`config.mk`:
```
export PLATFORM = sky130hd
export DESIGN_NAME = vss_top
export DESIGN_NICKNAME = d
export VERILOG_FILES = /design/src/design/vss_pkg.sv /design/src/design/vss_sync.sv /design/src/design/vss_top.sv
export SDC_FILE = /design/constraint.sdc
export NUM_CORES = 1
export LEC_CHECK = 0
export BUFFER_PORTS_ARGS = -buffer_cell sky130_fd_sc_hd__buf_2
export CAP_MARGIN = 20
export CORE_ASPECT_RATIO = 0.8
export CORE_UTILIZATION = 61
export CTS_BUF_LIST = sky130_fd_sc_hd__clkbuf_16
export DETAILED_ROUTE_END_ITERATION = 8
export MAX_ROUTING_LAYER = met4
export PLACE_DENSITY = 0.85
export SLEW_MARGIN = 25
export SYNTH_ARGS = -nofsm -noshare
export SYNTH_HDL_FRONTEND = slang
export SYNTH_SLANG_ARGS = --single-unit
```
`constraint.sdc`:
```
create_clock -name core_clk -period 6.1 [get_ports core_clk]
set_clock_uncertainty 0.05 [all_clocks]
set_input_delay 0.305 -clock core_clk [delete_from_list [all_inputs] [get_ports core_clk]]
set_output_delay 0.305 -clock core_clk [all_outputs]
set_load 0.05 [all_outputs]
```
`src/design/vss_pkg.sv`:
```
// Constants, states and helpers of the soft-start and voltage-select sequencer.
// Assumes one 50 MHz core clock; every slower rate comes from enable pulses.
package vss_pkg;

  localparam int CLK_HZ = 50_000_000;
  localparam int INT_HZ = 16_000_000;
  // Nearest whole divider: internal sampling runs a little fast
  localparam logic [1:0] DIV16_LAST = 2'(CLK_HZ / INT_HZ - 1);

  localparam int TRACK_STEP_NS = 4000;
  localparam int HALF_WAIT_NS  = TRACK_STEP_NS / 2;
  localparam int SS_STEP_NS    = 32000;
  localparam logic [10:0] TRACK_CYC = 11'(TRACK_STEP_NS * (CLK_HZ / 1_000_000) / 1000);
  localparam logic [10:0] HALF_CYC  = 11'(HALF_WAIT_NS * (CLK_HZ / 1_000_000) / 1000);
  localparam logic [10:0] SS_CYC    = 11'(SS_STEP_NS * (CLK_HZ / 1_000_000) / 1000);

  localparam logic [6:0] SS_DELAY_SW    = 7'h40;
  localparam logic [6:0] NOLOAD_WAIT_SW = 7'h02;
  localparam int SENSE_OFS_SW = 640;
  localparam int SENSE_OFS_MV = 100;
  localparam int STEP_UV      = 12_500;
  localparam logic [3:0] SENSE_OFS_STEPS = 4'(SENSE_OFS_MV * 1000 / STEP_UV);
  localparam logic [6:0] SENSE_DEC_SW = 7'(SENSE_OFS_SW / (SENSE_OFS_MV * 1000 / STEP_UV));

  localparam logic [5:0] NOLOAD_CODE = 6'h3F;

  localparam logic [3:0] ADDR_CTRL   = 4'h0;
  localparam logic [3:0] ADDR_STATUS = 4'h4;
  localparam logic [3:0] ADDR_LEVEL  = 4'h8;
  localparam logic [7:0] CTRL_RESET  = 8'h01;
  localparam int CTRL_EN_BIT  = 0;
  localparam int ST_STATE_LSB = 0;
  localparam int ST_OK_BIT    = 4;
  localparam int ST_PHASE_BIT = 5;
  localparam int ST_OV_BIT    = 6;
  localparam int ST_OFSLV_BIT = 7;
  localparam int LV_REF_LSB   = 0;
  localparam int LV_VID_LSB   = 8;
  localparam int LV_OFS_LSB   = 16;

  typedef enum logic [2:0] {
    ST_OFF     = 3'h0,
    ST_DELAY   = 3'h1,
    ST_RAMP    = 3'h3,
    ST_RUN     = 3'h2,
    ST_NOLOAD  = 3'h6,
    ST_OVLATCH = 3'h7
  } vss_state_e;

  // One count toward the target, or none when equal
  function automatic logic [5:0] vssStepToward(input logic [5:0] cur, input logic [5:0] tgt);
    if (tgt > cur) begin
      return cur + 6'h01;
    end else if (tgt < cur) begin
      return cur - 6'h01;
    end
    return cur;
  endfunction

endpackage

```
`src/design/vss_sync.sv`:
```
// Three-stage input synchroniser with an agreement filter.
// Assumes inputs are asynchronous; en paces the sampling rate.
module vss_sync
  import vss_pkg::*;
#(
  parameter int W = 1
) (
  input  wire logic         core_clk,
  input  wire logic         rst,
  input  wire logic         en,
  input  wire logic [W-1:0] d,
  output logic      [W-1:0] q
);

  logic [W-1:0] s1_r;
  logic [W-1:0] s2_r;
  logic [W-1:0] s3_r;
  logic [W-1:0] q_r;

  // First stage feeds only the second
  always_ff @(posedge core_clk or posedge rst) begin
    if (rst) begin
      s1_r <= '0;
      s2_r <= '0;
      s3_r <= '0;
      q_r  <= '0;
    end else if (en) begin
      s1_r <= d;
      s2_r <= s1_r;
      s3_r <= s2_r;
      if (s2_r == s3_r) begin
        q_r <= s3_r;
      end
    end
  end

  assign q = q_r;

endmodule // vss_sync

```
`src/design/vss_top.sv`:
```
// Enable qualification, soft-start and voltage-select tracking sequencer.
// Assumes comparator and pin inputs are asynchronous; Wishbone is on core_clk.
// Behaviour
// Voltage-select code is sampled on three successive internal 16 MHz edges.
// After a code change, wait half a change cycle, then step one count.
// Cancel the pending step if the difference sign reverses during that wait.
// Larger differences are closed one count every 4 us.
// The processor should move the code one step at a time.
// Phase outputs stay high impedance in shutdown.
// Shutdown holds until supply-valid; falling supply-valid returns to it.
// Shutdown holds until the threshold-enable comparator reports high.
// A low logic-level enable keeps the block in shutdown.
// All-ones code means no load: shut down, restart on another code.
// Two switching cycles after no-load, raise trip level and disable phases.
// Overvoltage latch survives the no-load code and any code change.
// Overvoltage latch clears only by enable cycling or supply-valid loss.
// Soft-start begins at once when all enables hold and code valid.
// Soft-start ramps the reference linearly from zero to the code.
// Phases stay high impedance until the ramp reaches the pre-bias level.
// Soft-start waits 64 switching cycles, then steps every 32 us.
// Sense offset starts at 100 mV, decays to zero over 640 cycles.
// Output-ok rises only after soft-start with output in window.
// Output-ok is low in every shutdown and high after good soft-start.
// Reference is a six-bit count of 12.5 mV steps, counting up from zero.
// Code is synchronised first; switching cycles come from one oscillator tick.
//
// The Wishbone register port and the register addresses were decided locally.
module vss_top
  import vss_pkg::*;
(
  input  wire logic        core_clk,
  input  wire logic        rst,
  input  wire logic [3:0]  adr_i,
  input  wire logic [31:0] dat_i,
  output logic      [31:0] dat_o,
  input  wire logic [3:0]  sel_i,
  input  wire logic        we_i,
  input  wire logic        cyc_i,
  input  wire logic        stb_i,
  output logic             ack_o,
  input  wire logic        supplyValid,
  input  wire logic        thresholdEnable,
  input  wire logic        logicLevelEnable,
  input  wire logic [5:0]  voltageSelectCode,
  input  wire logic        phaseOsc,
  input  wire logic        prebiasReached,
  input  wire logic        outputInWindow,
  input  wire logic        overvoltageTrip,
  output logic [5:0]       refCode,
  output logic             phaseOutEn,
  output logic             ovLevelShutdown,
  output logic [3:0]       senseOffset,
  output logic             outputOkFlagOut,
  output logic             outputOkFlagOe
);

  vss_state_e  state_r;
  vss_state_e  state_nxt;
  logic [5:0]  refCode_r;
  logic [5:0]  ref_nxt;
  logic [10:0] timer_r;
  logic [10:0] timer_nxt;
  logic [6:0]  swCnt_r;
  logic [6:0]  swCnt_nxt;
  logic [6:0]  ofsCnt_r;
  logic [6:0]  ofsCnt_nxt;
  logic [3:0]  senseOfs_r;
  logic [3:0]  ofs_nxt;
  logic        released_r;
  logic        released_nxt;
  logic        pend_r;
  logic        pend_nxt;
  logic        dirUp_r;
  logic        dirUp_nxt;
  logic [5:0]  vidPrev_r;
  logic        phaseEn_r;
  logic        ovLvl_r;
  logic        okFlag_r;
  logic        oscPrev_r;
  logic [1:0]  div_r;
  logic [7:0]  ctrl_r;
  logic        ack_r;
  logic [31:0] datO_r;

  logic [6:0]  pinS;
  logic [5:0]  vidS;
  wire         tick16 = (div_r == DIV16_LAST);
  wire         svS = pinS[0];
  wire         teS = pinS[1];
  wire         llS = pinS[2];
  wire         oscS = pinS[3];
  wire         prebiasS = pinS[4];
  wire         windowS = pinS[5];
  wire         ovS = pinS[6];
  wire         swTick = oscS & ~oscPrev_r;

  // qualifying enables
  wire condOk = svS & teS & llS & ctrl_r[CTRL_EN_BIT];
  // no-load code
  wire noLoad = (vidS == NOLOAD_CODE);
  wire startOk = condOk & ~noLoad;
  wire vidChanged = (vidS != vidPrev_r);
  wire sameSign = (vidS != refCode_r) && ((vidS > refCode_r) == dirUp_r);

  // pins and oscillator through the filter
  vss_sync #(.W(7)) u_pinSync (
    .core_clk (core_clk),
    .rst      (rst),
    .en       (1'h1),
    .d        ({overvoltageTrip, outputInWindow, prebiasReached, phaseOsc,
                logicLevelEnable, thresholdEnable, supplyValid}),
    .q        (pinS)
  );

  // code sampled on internal 16 MHz edges
  vss_sync #(.W(6)) u_vidSync (
    .core_clk (core_clk),
    .rst      (rst),
    .en       (tick16),
    .d        (voltageSelectCode),
    .q        (vidS)
  );

  always_comb begin
    state_nxt = state_r;
    // enable or supply loss clears the latch
    if (!condOk) begin
      state_nxt = ST_OFF;
    end else if (ovS && state_r != ST_OFF) begin
      state_nxt = ST_OVLATCH;
    end else begin
      case (state_r)
        // immediate start
        ST_OFF: begin
          if (!noLoad) state_nxt = ST_DELAY;
        end
        ST_DELAY: begin
          if (noLoad) begin
            state_nxt = ST_NOLOAD;
          end else if (swTick && swCnt_r == SS_DELAY_SW - 7'h01) begin
            state_nxt = ST_RAMP;
          end
        end
        ST_RAMP: begin
          if (noLoad) begin
            state_nxt = ST_NOLOAD;
          end else if (refCode_r == vidS) begin
            state_nxt = ST_RUN;
          end
        end
        ST_RUN: begin
          if (noLoad) state_nxt = ST_NOLOAD;
        end
        // two switching cycles before shutdown
        ST_NOLOAD: begin
          if (swTick && swCnt_r == NOLOAD_WAIT_SW - 7'h01) state_nxt = ST_OFF;
        end
        // codes cannot leave the latch
        ST_OVLATCH: state_nxt = ST_OVLATCH;
        default: state_nxt = ST_OFF;
      endcase
    end
  end

  always_comb begin
    ref_nxt      = refCode_r;
    timer_nxt    = timer_r;
    swCnt_nxt    = swCnt_r;
    ofsCnt_nxt   = ofsCnt_r;
    ofs_nxt      = senseOfs_r;
    released_nxt = released_r;
    pend_nxt     = pend_r;
    dirUp_nxt    = dirUp_r;
    if (state_nxt != state_r) begin
      swCnt_nxt = 7'h00;
      timer_nxt = SS_CYC - 11'h001;
      pend_nxt  = 1'h0;
    end else if (swTick) begin
      swCnt_nxt = swCnt_r + 7'h01;
    end
    if (state_nxt == ST_OFF || state_nxt == ST_OVLATCH) begin
      ref_nxt      = 6'h00;
      ofs_nxt      = 4'h0;
      released_nxt = 1'h0;
    end else if (state_nxt == ST_DELAY) begin
      // full offset at start
      ofs_nxt    = SENSE_OFS_STEPS;
      ofsCnt_nxt = 7'h00;
      ref_nxt    = 6'h00;
    end else begin
      // one count off every 80 cycles
      if (swTick && senseOfs_r != 4'h0) begin
        if (ofsCnt_r == SENSE_DEC_SW - 7'h01) begin
          ofsCnt_nxt = 7'h00;
          ofs_nxt    = senseOfs_r - 4'h1;
        end else begin
          ofsCnt_nxt = ofsCnt_r + 7'h01;
        end
      end
      // release at pre-bias level
      if (state_r == ST_RAMP && prebiasS) released_nxt = 1'h1;
      // linear ramp
      if (state_r == ST_RAMP && state_nxt == ST_RAMP) begin
        if (timer_r == 11'h000) begin
          ref_nxt   = vssStepToward(refCode_r, vidS);
          timer_nxt = SS_CYC - 11'h001;
        end else begin
          timer_nxt = timer_r - 11'h001;
        end
      end
      if (state_r == ST_RUN && state_nxt == ST_RUN) begin
        // half-cycle wait on change
        if (vidChanged) begin
          pend_nxt  = 1'h1;
          dirUp_nxt = (vidS > refCode_r);
          timer_nxt = HALF_CYC - 11'h001;
        end else if (pend_r) begin
          if (timer_r != 11'h000) begin
            timer_nxt = timer_r - 11'h001;
          // step or cancel
          end else if (sameSign) begin
            ref_nxt   = vssStepToward(refCode_r, vidS);
            timer_nxt = TRACK_CYC - 11'h001;
          end else begin
            pend_nxt = 1'h0;
          end
        end
      end
    end
  end

  // phases driven in run, in ramp once released, and held through no-load
  // No-load keeps phases as they were, so a cut delay never drives them
  wire phaseEn_nxt = (state_nxt == ST_RUN) || (state_nxt == ST_NOLOAD && phaseEn_r) ||
                     (state_nxt == ST_RAMP && released_nxt);
  // ok only in run with output in window
  wire okFlag_nxt = (state_nxt == ST_RUN) && windowS;

  always_ff @(posedge core_clk or posedge rst) begin
    if (rst) begin
      state_r    <= ST_OFF;
      refCode_r  <= 6'h00;
      timer_r    <= 11'h000;
      swCnt_r    <= 7'h00;
      ofsCnt_r   <= 7'h00;
      senseOfs_r <= 4'h0;
      released_r <= 1'h0;
      pend_r     <= 1'h0;
      dirUp_r    <= 1'h0;
      vidPrev_r  <= 6'h00;
      phaseEn_r  <= 1'h0;
      ovLvl_r    <= 1'h1;
      okFlag_r   <= 1'h0;
      oscPrev_r  <= 1'h0;
      div_r      <= 2'h0;
    end else begin
      state_r    <= state_nxt;
      refCode_r  <= ref_nxt;
      timer_r    <= timer_nxt;
      swCnt_r    <= swCnt_nxt;
      ofsCnt_r   <= ofsCnt_nxt;
      senseOfs_r <= ofs_nxt;
      released_r <= released_nxt;
      pend_r     <= pend_nxt;
      dirUp_r    <= dirUp_nxt;
      vidPrev_r  <= vidS;
      phaseEn_r  <= phaseEn_nxt;
      ovLvl_r    <= (state_nxt == ST_OFF);
      okFlag_r   <= okFlag_nxt;
      oscPrev_r  <= oscS;
      div_r      <= tick16 ? 2'h0 : div_r + 2'h1;
    end
  end

  // Register slave: one wait state, write lands on the acked edge
  wire busHit = cyc_i & stb_i;
  wire [31:0] statusWord = {24'h00_0000, ovLvl_r, (state_r == ST_OVLATCH), phaseEn_r,
                            okFlag_r, 1'h0, state_r};
  wire [31:0] levelWord = {12'h000, senseOfs_r, 2'h0, vidS, 2'h0, refCode_r};
  wire [31:0] rdData = (adr_i == ADDR_CTRL)   ? {24'h00_0000, ctrl_r} :
                       (adr_i == ADDR_STATUS) ? statusWord :
                       (adr_i == ADDR_LEVEL)  ? levelWord : 32'h0000_0000;

  always_ff @(posedge core_clk or posedge rst) begin
    if (rst) begin
      ack_r  <= 1'h0;
      datO_r <= 32'h0000_0000;
      ctrl_r <= CTRL_RESET;
    end else begin
      ack_r <= busHit & ~ack_r;
      if (busHit && !ack_r) datO_r <= rdData;
      if (busHit && ack_r && we_i && adr_i == ADDR_CTRL && sel_i[0]) ctrl_r <= dat_i[7:0];
    end
  end

  assign dat_o           = datO_r;
  assign ack_o           = ack_r;
  assign refCode         = refCode_r;
  assign phaseOutEn      = phaseEn_r;
  assign ovLevelShutdown = ovLvl_r;
  assign senseOffset     = senseOfs_r;
  // Open drain: pull low unless the flag is up
  assign outputOkFlagOut = 1'h0;
  assign outputOkFlagOe  = ~okFlag_r;
endmodule // vss_top

```
=== After elaboration in Yosys (flattened, before gate mapping) ===
Cells that the tools add are included.

* Input bits: 58
* Flip-flop bits (word level): 146
* Logic and storage cells: 176
* Output and inout bits: 47

* Add/subtract/negate cells: 7
* Reduce and logical (&&, ||, !) cells: 35
* Magnitude comparators: 2
* Multiplexer cells: 70
* Eq/ne operators: 25
* Bitwise gates (word level): 11

{| class="wikitable"
|+ Operator list
! operator !! number
|-
| 11-bit 2-to-1 mux || 10
|-
| 6-bit 2-to-1 mux || 13
|-
| 20-bit 2-to-1 mux || 3
|-
| 7-bit 2-to-1 mux || 5
|-
| 3-bit 2-to-1 mux || 9
|-
| 1-bit 2-to-1 mux || 24
|-
| 3-bit case mux with 6 select lines || 1
|-
| 1-bit logical AND || 16
|-
| 4-bit 2-to-1 mux || 4
|-
| 7-bit by 1-bit adder with 7-bit output, second input constant || 2
|-
| 3-bit by 2-bit == test with 1-bit output, second input constant || 4
|-
| 3-bit == test, second input constant || 4
|-
| 6-bit == test || 2
|-
| 6-bit inequality test || 2
|-
| 11-bit zero test || 1
|-
| 11-bit nonzero test || 1
|-
| 11-bit by 1-bit subtractor with 11-bit output, second input constant || 1
|-
| 3-bit nonzero test || 3
|-
| 8-bit by 6-bit inequality test with 1-bit output, second input constant || 1
|-
| 7-bit by 1-bit == test with 1-bit output, second input constant || 1
|-
| 7-bit by 6-bit == test with 1-bit output, second input constant || 1
|-
| 7-bit == test || 1
|-
| 7-bit == test, second input constant || 1
|-
| 6-bit by 1-bit adder with 6-bit output, second input constant || 1
|-
| other kinds (23) || 39
|}

=== Depth between registers and ports, before layout ===
* Depth in word-level cells: 23
* Depth in mapped cells: 13
* Mapped depth without buffers: 13

=== By module ===
A second synthesis with hierarchy kept.

* Cells, all modules: 664
* Area total of the unflattened synthesis: 7069.3 sq um

{| class="wikitable"
|+ By module, submodules not included
! module !! area each (sq um) !! sequential area each (sq um) !! cells each !! instances
|-
| vss_top || 4967.3 || 2004.4 || 531 || 1
|-
| vss_sync (u_pinSync) || 1114.8 || 700.7 || 69 || 1
|-
| vss_sync (u_vidSync) || 987.2 || 600.6 || 64 || 1
|}

=== Worst setup path before layout ===
No wires, ideal clock.

* Path kind: register to register
* Start: reg refCode_r[1], in the netlist refCode[1]
* End: reg refCode_r[5], in the netlist refCode[5]
* Buffers on the path: 0
* Period minus slack after synthesis: 3625 ps
* Cell stages (with the launch flop): 14
* Path slack: 2475 ps
* Arrival time: 3450 ps
* Library setup time: 125 ps
* Data required time: 5925 ps
* Path through: dfrtp_1 > inv_1 > ha_1 > nor2b_1 > o21a_1 > o31ai_1 > ha_1 > a21o_1 > a21oi_1 > o21bai_1 > a21oi_1 > xnor2_1 > nand2_1 > mux2_2

* Longest elaborated chain between the ends: 17
* Elaborated cells on any way between the ends: 48
* Classes of those cells: 2 x add/sub; 2 x order compare; 8 x eq/ne; 31 x mux; 5 x reduce/logical

{| class="wikitable"
|+ RTL lines
! item !! RTL line !! RTL
|-
| start, declared || vss_top.sv:59 || <nowiki>logic [5:0] refCode_r;</nowiki>
|-
| start signal, assigned || vss_top.sv:258 || <nowiki>refCode_r <= ref_nxt;</nowiki>
|-
| 6-bit less-than comparator || vss_pkg.sv:54 || <nowiki>end else if (tgt < cur) begin</nowiki>
|-
| 1-bit 2-to-1 mux || vss_pkg.sv:54 ||
|-
| 1-bit 2-to-1 mux || vss_pkg.sv:52 || <nowiki>if (tgt > cur) begin</nowiki>
|-
| 1-bit 2-to-1 mux || vss_top.sv:204 || <nowiki>if (timer_r == 11'h000) begin</nowiki>
|-
| 1-bit 2-to-1 mux || vss_top.sv:203 || <nowiki>if (state_r == ST_RAMP && state_nxt == ST_RAMP) begin</nowiki>
|-
| 1-bit 2-to-1 mux || vss_top.sv:185 || <nowiki>end else if (state_nxt == ST_DELAY) begin</nowiki>
|-
| 1-bit 2-to-1 mux || vss_top.sv:181 || <nowiki>if (state_nxt == ST_OFF || state_nxt == ST_OVLATCH) begin</nowiki>
|-
| 6-bit 2-to-1 mux || vss_pkg.sv:57 || <nowiki>return cur;</nowiki>
|-
| 6-bit 2-to-1 mux || vss_top.sv:204 ||
|-
| 6-bit 2-to-1 mux || vss_top.sv:203 ||
|-
| 6-bit 2-to-1 mux || vss_top.sv:221 || <nowiki>end else if (sameSign) begin</nowiki>
|-
| 6-bit 2-to-1 mux || vss_top.sv:218 || <nowiki>if (timer_r != 11'h000) begin</nowiki>
|-
| 6-bit 2-to-1 mux || vss_top.sv:217 || <nowiki>end else if (pend_r) begin</nowiki>
|-
| 6-bit 2-to-1 mux || vss_top.sv:213 || <nowiki>if (vidChanged) begin</nowiki>
|-
| 6-bit 2-to-1 mux || vss_top.sv:211 || <nowiki>if (state_r == ST_RUN && state_nxt == ST_RUN) begin</nowiki>
|-
| 6-bit 2-to-1 mux || vss_top.sv:185 ||
|-
| 6-bit 2-to-1 mux || vss_top.sv:181 ||
|}

Parallel ways exist; a longest one is shown, timed or not. The select of a mux whose other input is x is not followed.
A chain may end at the register's enable or synchronous reset.

=== Worst setup path after layout ===
Same ends and word-level chain as after synthesis.

==> impl_metrics.toml <==
[run_status]
outcome = "finished clean"

[logic_synthesis]
synth-edff-count = 0
synth_top_area_frac = 0.5069
synthDistinctLibCells = 69
ys_top_cells_by_area = "dfrtp_1, mux2_2, ha_1"
yosysTopAreaCell = "dfrtp_1"
netlist_instances = 586
seq_area_frac_synth = 0.5151
synth_seq_cells = 132
synth_area_mm2 = 0.006417
synth_top_flop_cell = "dfrtp_1"
syn_avg_cell_area_um2 = 10.95
synthArstFlopShare = 1.000
yosysWarnings = 0

[cts]
cts_buffers = 17
cts-hold-fix-buffers = 8
cts_root_buf = "clkbuf_16"
cts_tree = "done"
clk_pin_slew_ns = 0.06
cts.sinks = 132
clk-insertion-delay-late_ns = 0.43
cts.path.max_buffers = 2
postCtsSetupBuffers = 0
cts_resized = 0
h-tree-depth = 4

[die]
core.rowCount = 33
die_area_mm2 = 0.01094
die_y_um = 93.74
die_w_um = 116.7
floorplan.initialDensity = 0.6267
ios = 105
core_mm2 = 0.01024

[critical_path]
worstSetupEndpointType = "flop"
r2r-end = "refCode[5]"
r2r_setup_slack_ns = 2.33
r2r-start = "refCode[1]"
critPathKind = "flop to flop"
cp.arrival_ns = 4.02
crit_path_max_incr_delay_ns = 0.58
endpoint = "refCode[5]"
crit_cells = 13
startpoint = "refCode[1]"
crit_path_start_kind = "flop"
reg2regPathDepth = 13
path_delay_family = "compound AO/OA/AOI/OAI gates"
crit_fanout = 7
path_cells = "inv_1 > ha_1 > nor2b_1 > o21a_1 > o31ai_2 > ha_1 > a21o_1 > a21oi_1 > o21bai_1 > a21oi_1 > xnor2_1 > nand2_1 > mux2_2"
cp.buffers_inverters = 1
critical-path-slowest-cell = "o31ai_2"
crit_required_ns = 6.36

[grt]
grt_overflow = 0
antenna_found_initial = 0
track_usage = 0.3296
grt_start_max_net_pins = 75
first_global_vias = 5076
grt_pass1_wl_um = 25820

[job]
maxCapViolCount = 0

[cells_and_area]
drive_gt1_frac = 0.2325
fin_area_mm2 = 0.007520
diodes = 0
layout_commonest_cell = "dfrtp_1"
nets = 734
final_cell_mix = "dfrtp_1, buf_2, nor2_1"
area_delta_synth_final_pct = 17.18

[power]
total_power_mw = 2.331
irDropWorstVdd_mv = 0.2343
power.density_mw_per_mm2 = 310.0
p_leak_nw = 3.537

[sta]
rsz0062_at_grt = "no"
setup_violations = 0
clock.fmax_mhz = 265.6
slew_headroom = 0.3391
period_needed_ns = 3.765
worstMarginPinSlew_ns = 0.9832
finalSetupTns_ns = 0
fin_crit_sh = 0.6173
finalHoldViolations = 0
maxSlewViolCount = 0

[drt]
ant_nets = 0
vias_per_cell = 6.139
firstDrtPassIters = 7
drt-wirelength-per-cell_um = 19.37
totalWireLength_um = 15710
drcViolationCount = 0
vias = 4979
drtIter0Drc = 362

[placement]
place_hpwl_um = 10010
portBuffers = 62
place_area_mm2 = 0.006808
place_congestion = 0.8954

[worst_hold_path]
min-delay-path-class = "input port to flop"
[cell usage after synthesis (3+ instances only)]
| library cell | number |
|---|---|
| a211oi_1 | 5 |
| inv_1 | 28 |
| nor3_1 | 14 |
| nand3_1 | 12 |
| dfrtp_1 | 130 |
| nor4_1 | 6 |
| nor4b_1 | 4 |
| a22oi_1 | 3 |
| or3_1 | 4 |
| nor3b_1 | 4 |
| nor2_1 | 46 |
| and3_1 | 4 |
| o41ai_1 | 3 |
| buf_4 | 15 |
| nand2_1 | 35 |
| or4_1 | 3 |
| or2_2 | 4 |
| clkbuf_1 | 15 |
| a22o_1 | 15 |
| xnor2_1 | 21 |
| mux2_2 | 40 |
| ha_1 | 16 |
| xor2_1 | 15 |
| a21oi_1 | 20 |
| mux2i_1 | 12 |
| o211ai_1 | 5 |
| nand4_1 | 11 |
| a21o_1 | 6 |
| o21ai_0 | 25 |
| nor2b_1 | 10 |
[layout make-up]
class | count | area [µm²]
tap | 140 | 175.2
inverter | 28 | 107.6
clock buffer | 17 | 425.4
multi-input combinational | 406 | 2884
sequential | 132 | 3306
clock inverter | 14 | 201.4
fill | 653 | 2720
timing repair buffer | 74 | 420.4
[state kept, by name, indices dropped and copies added, names as in the netlist, 2 cells and up]
register	count
u_vidSync.s1_r	6
swCnt_r	7
ctrl_r	8
dat_o	18
u_pinSync.s1_r	7
u_vidSync.s2_r	6
u_pinSync.s2_r	7
state_r	3
vidPrev_r	6
senseOffset	4
refCode	6
ofsCnt_r	7
u_vidSync.q	6
timer_r	11
u_pinSync.q	7
u_pinSync.s3_r	7
div_r	2
u_vidSync.s3_r	6
[worst register-to-register path: cells and delay by family, from the launching register on]
| family | cells | cell delay [ns] |
|---|---|---|
| buffers and inverters | 1 | 0.15 |
| AOI/OAI and AO/OA | 6 | 1.55 |
| muxes | 1 | 0.33 |
| DFF | 1 | 0.50 |
| adders and majority gates | 2 | 0.72 |
| and+or+nand+nor | 2 | 0.25 |
| xor gates and xnor gates | 1 | 0.10 |
[where the power goes]
group	leakage, nW	internal [mW]	switching (mW)
clock network	0.306	0.687	0.395
registers	1.72	0.928	0.0547
logic	1.51	0.103	0.163
[stage by stage]
step,cells,utilization,hold WS [ns],setup WS [ns]
after floorplan,600,-,0.2812,2.222
after global placement,772,0.6634,0.2821,2.541
after detailed placement,772,0.6648,0.2865,2.315
after CTS,811,0.7339,0.05006,2.070
after global routing,811,0.7344,0.06307,2.100
final,811,0.7344,0.06344,2.335
[per-layer routing]
metal,wire (µm),global-route usage
met1,6447,0.3997
met2,7611,0.5099
met3,1170,0.09871
met4,478,0.1508
met5,0,-
[logic make-up after synthesis]
kind of cell    count (synthesis)  synth area share
compound gates                111            0.1205
simple gates                  175            0.1437
mux                            52           0.08891
buf+inv                        62           0.04777
fa+ha+maj                      17           0.03431
flops                         132            0.5151
other cells                     1         0.0005843
xor+xnor                       36           0.04913
[worst min-delay path by stage]
stage / depth (start not counted) / end / slack (ns) / startpoint
floorplan: 0 / u_pinSync.s2_r[0] / 0.28 / u_pinSync.s1_r[0]
CTS: 2 / ctrl_r[4] / 0.05 / dat_i[4]
detailed placement: 0 / u_pinSync.s2_r[1] / 0.29 / u_pinSync.s1_r[1]
global placement: 0 / u_pinSync.s2_r[3] / 0.28 / u_pinSync.s1_r[3]
finish: 2 / u_vidSync.s1_r[1] / 0.06 / voltageSelectCode[1]
global route: 2 / u_vidSync.s1_r[1] / 0.06 / voltageSelectCode[1]
Power figures use the tool's default switching activity.
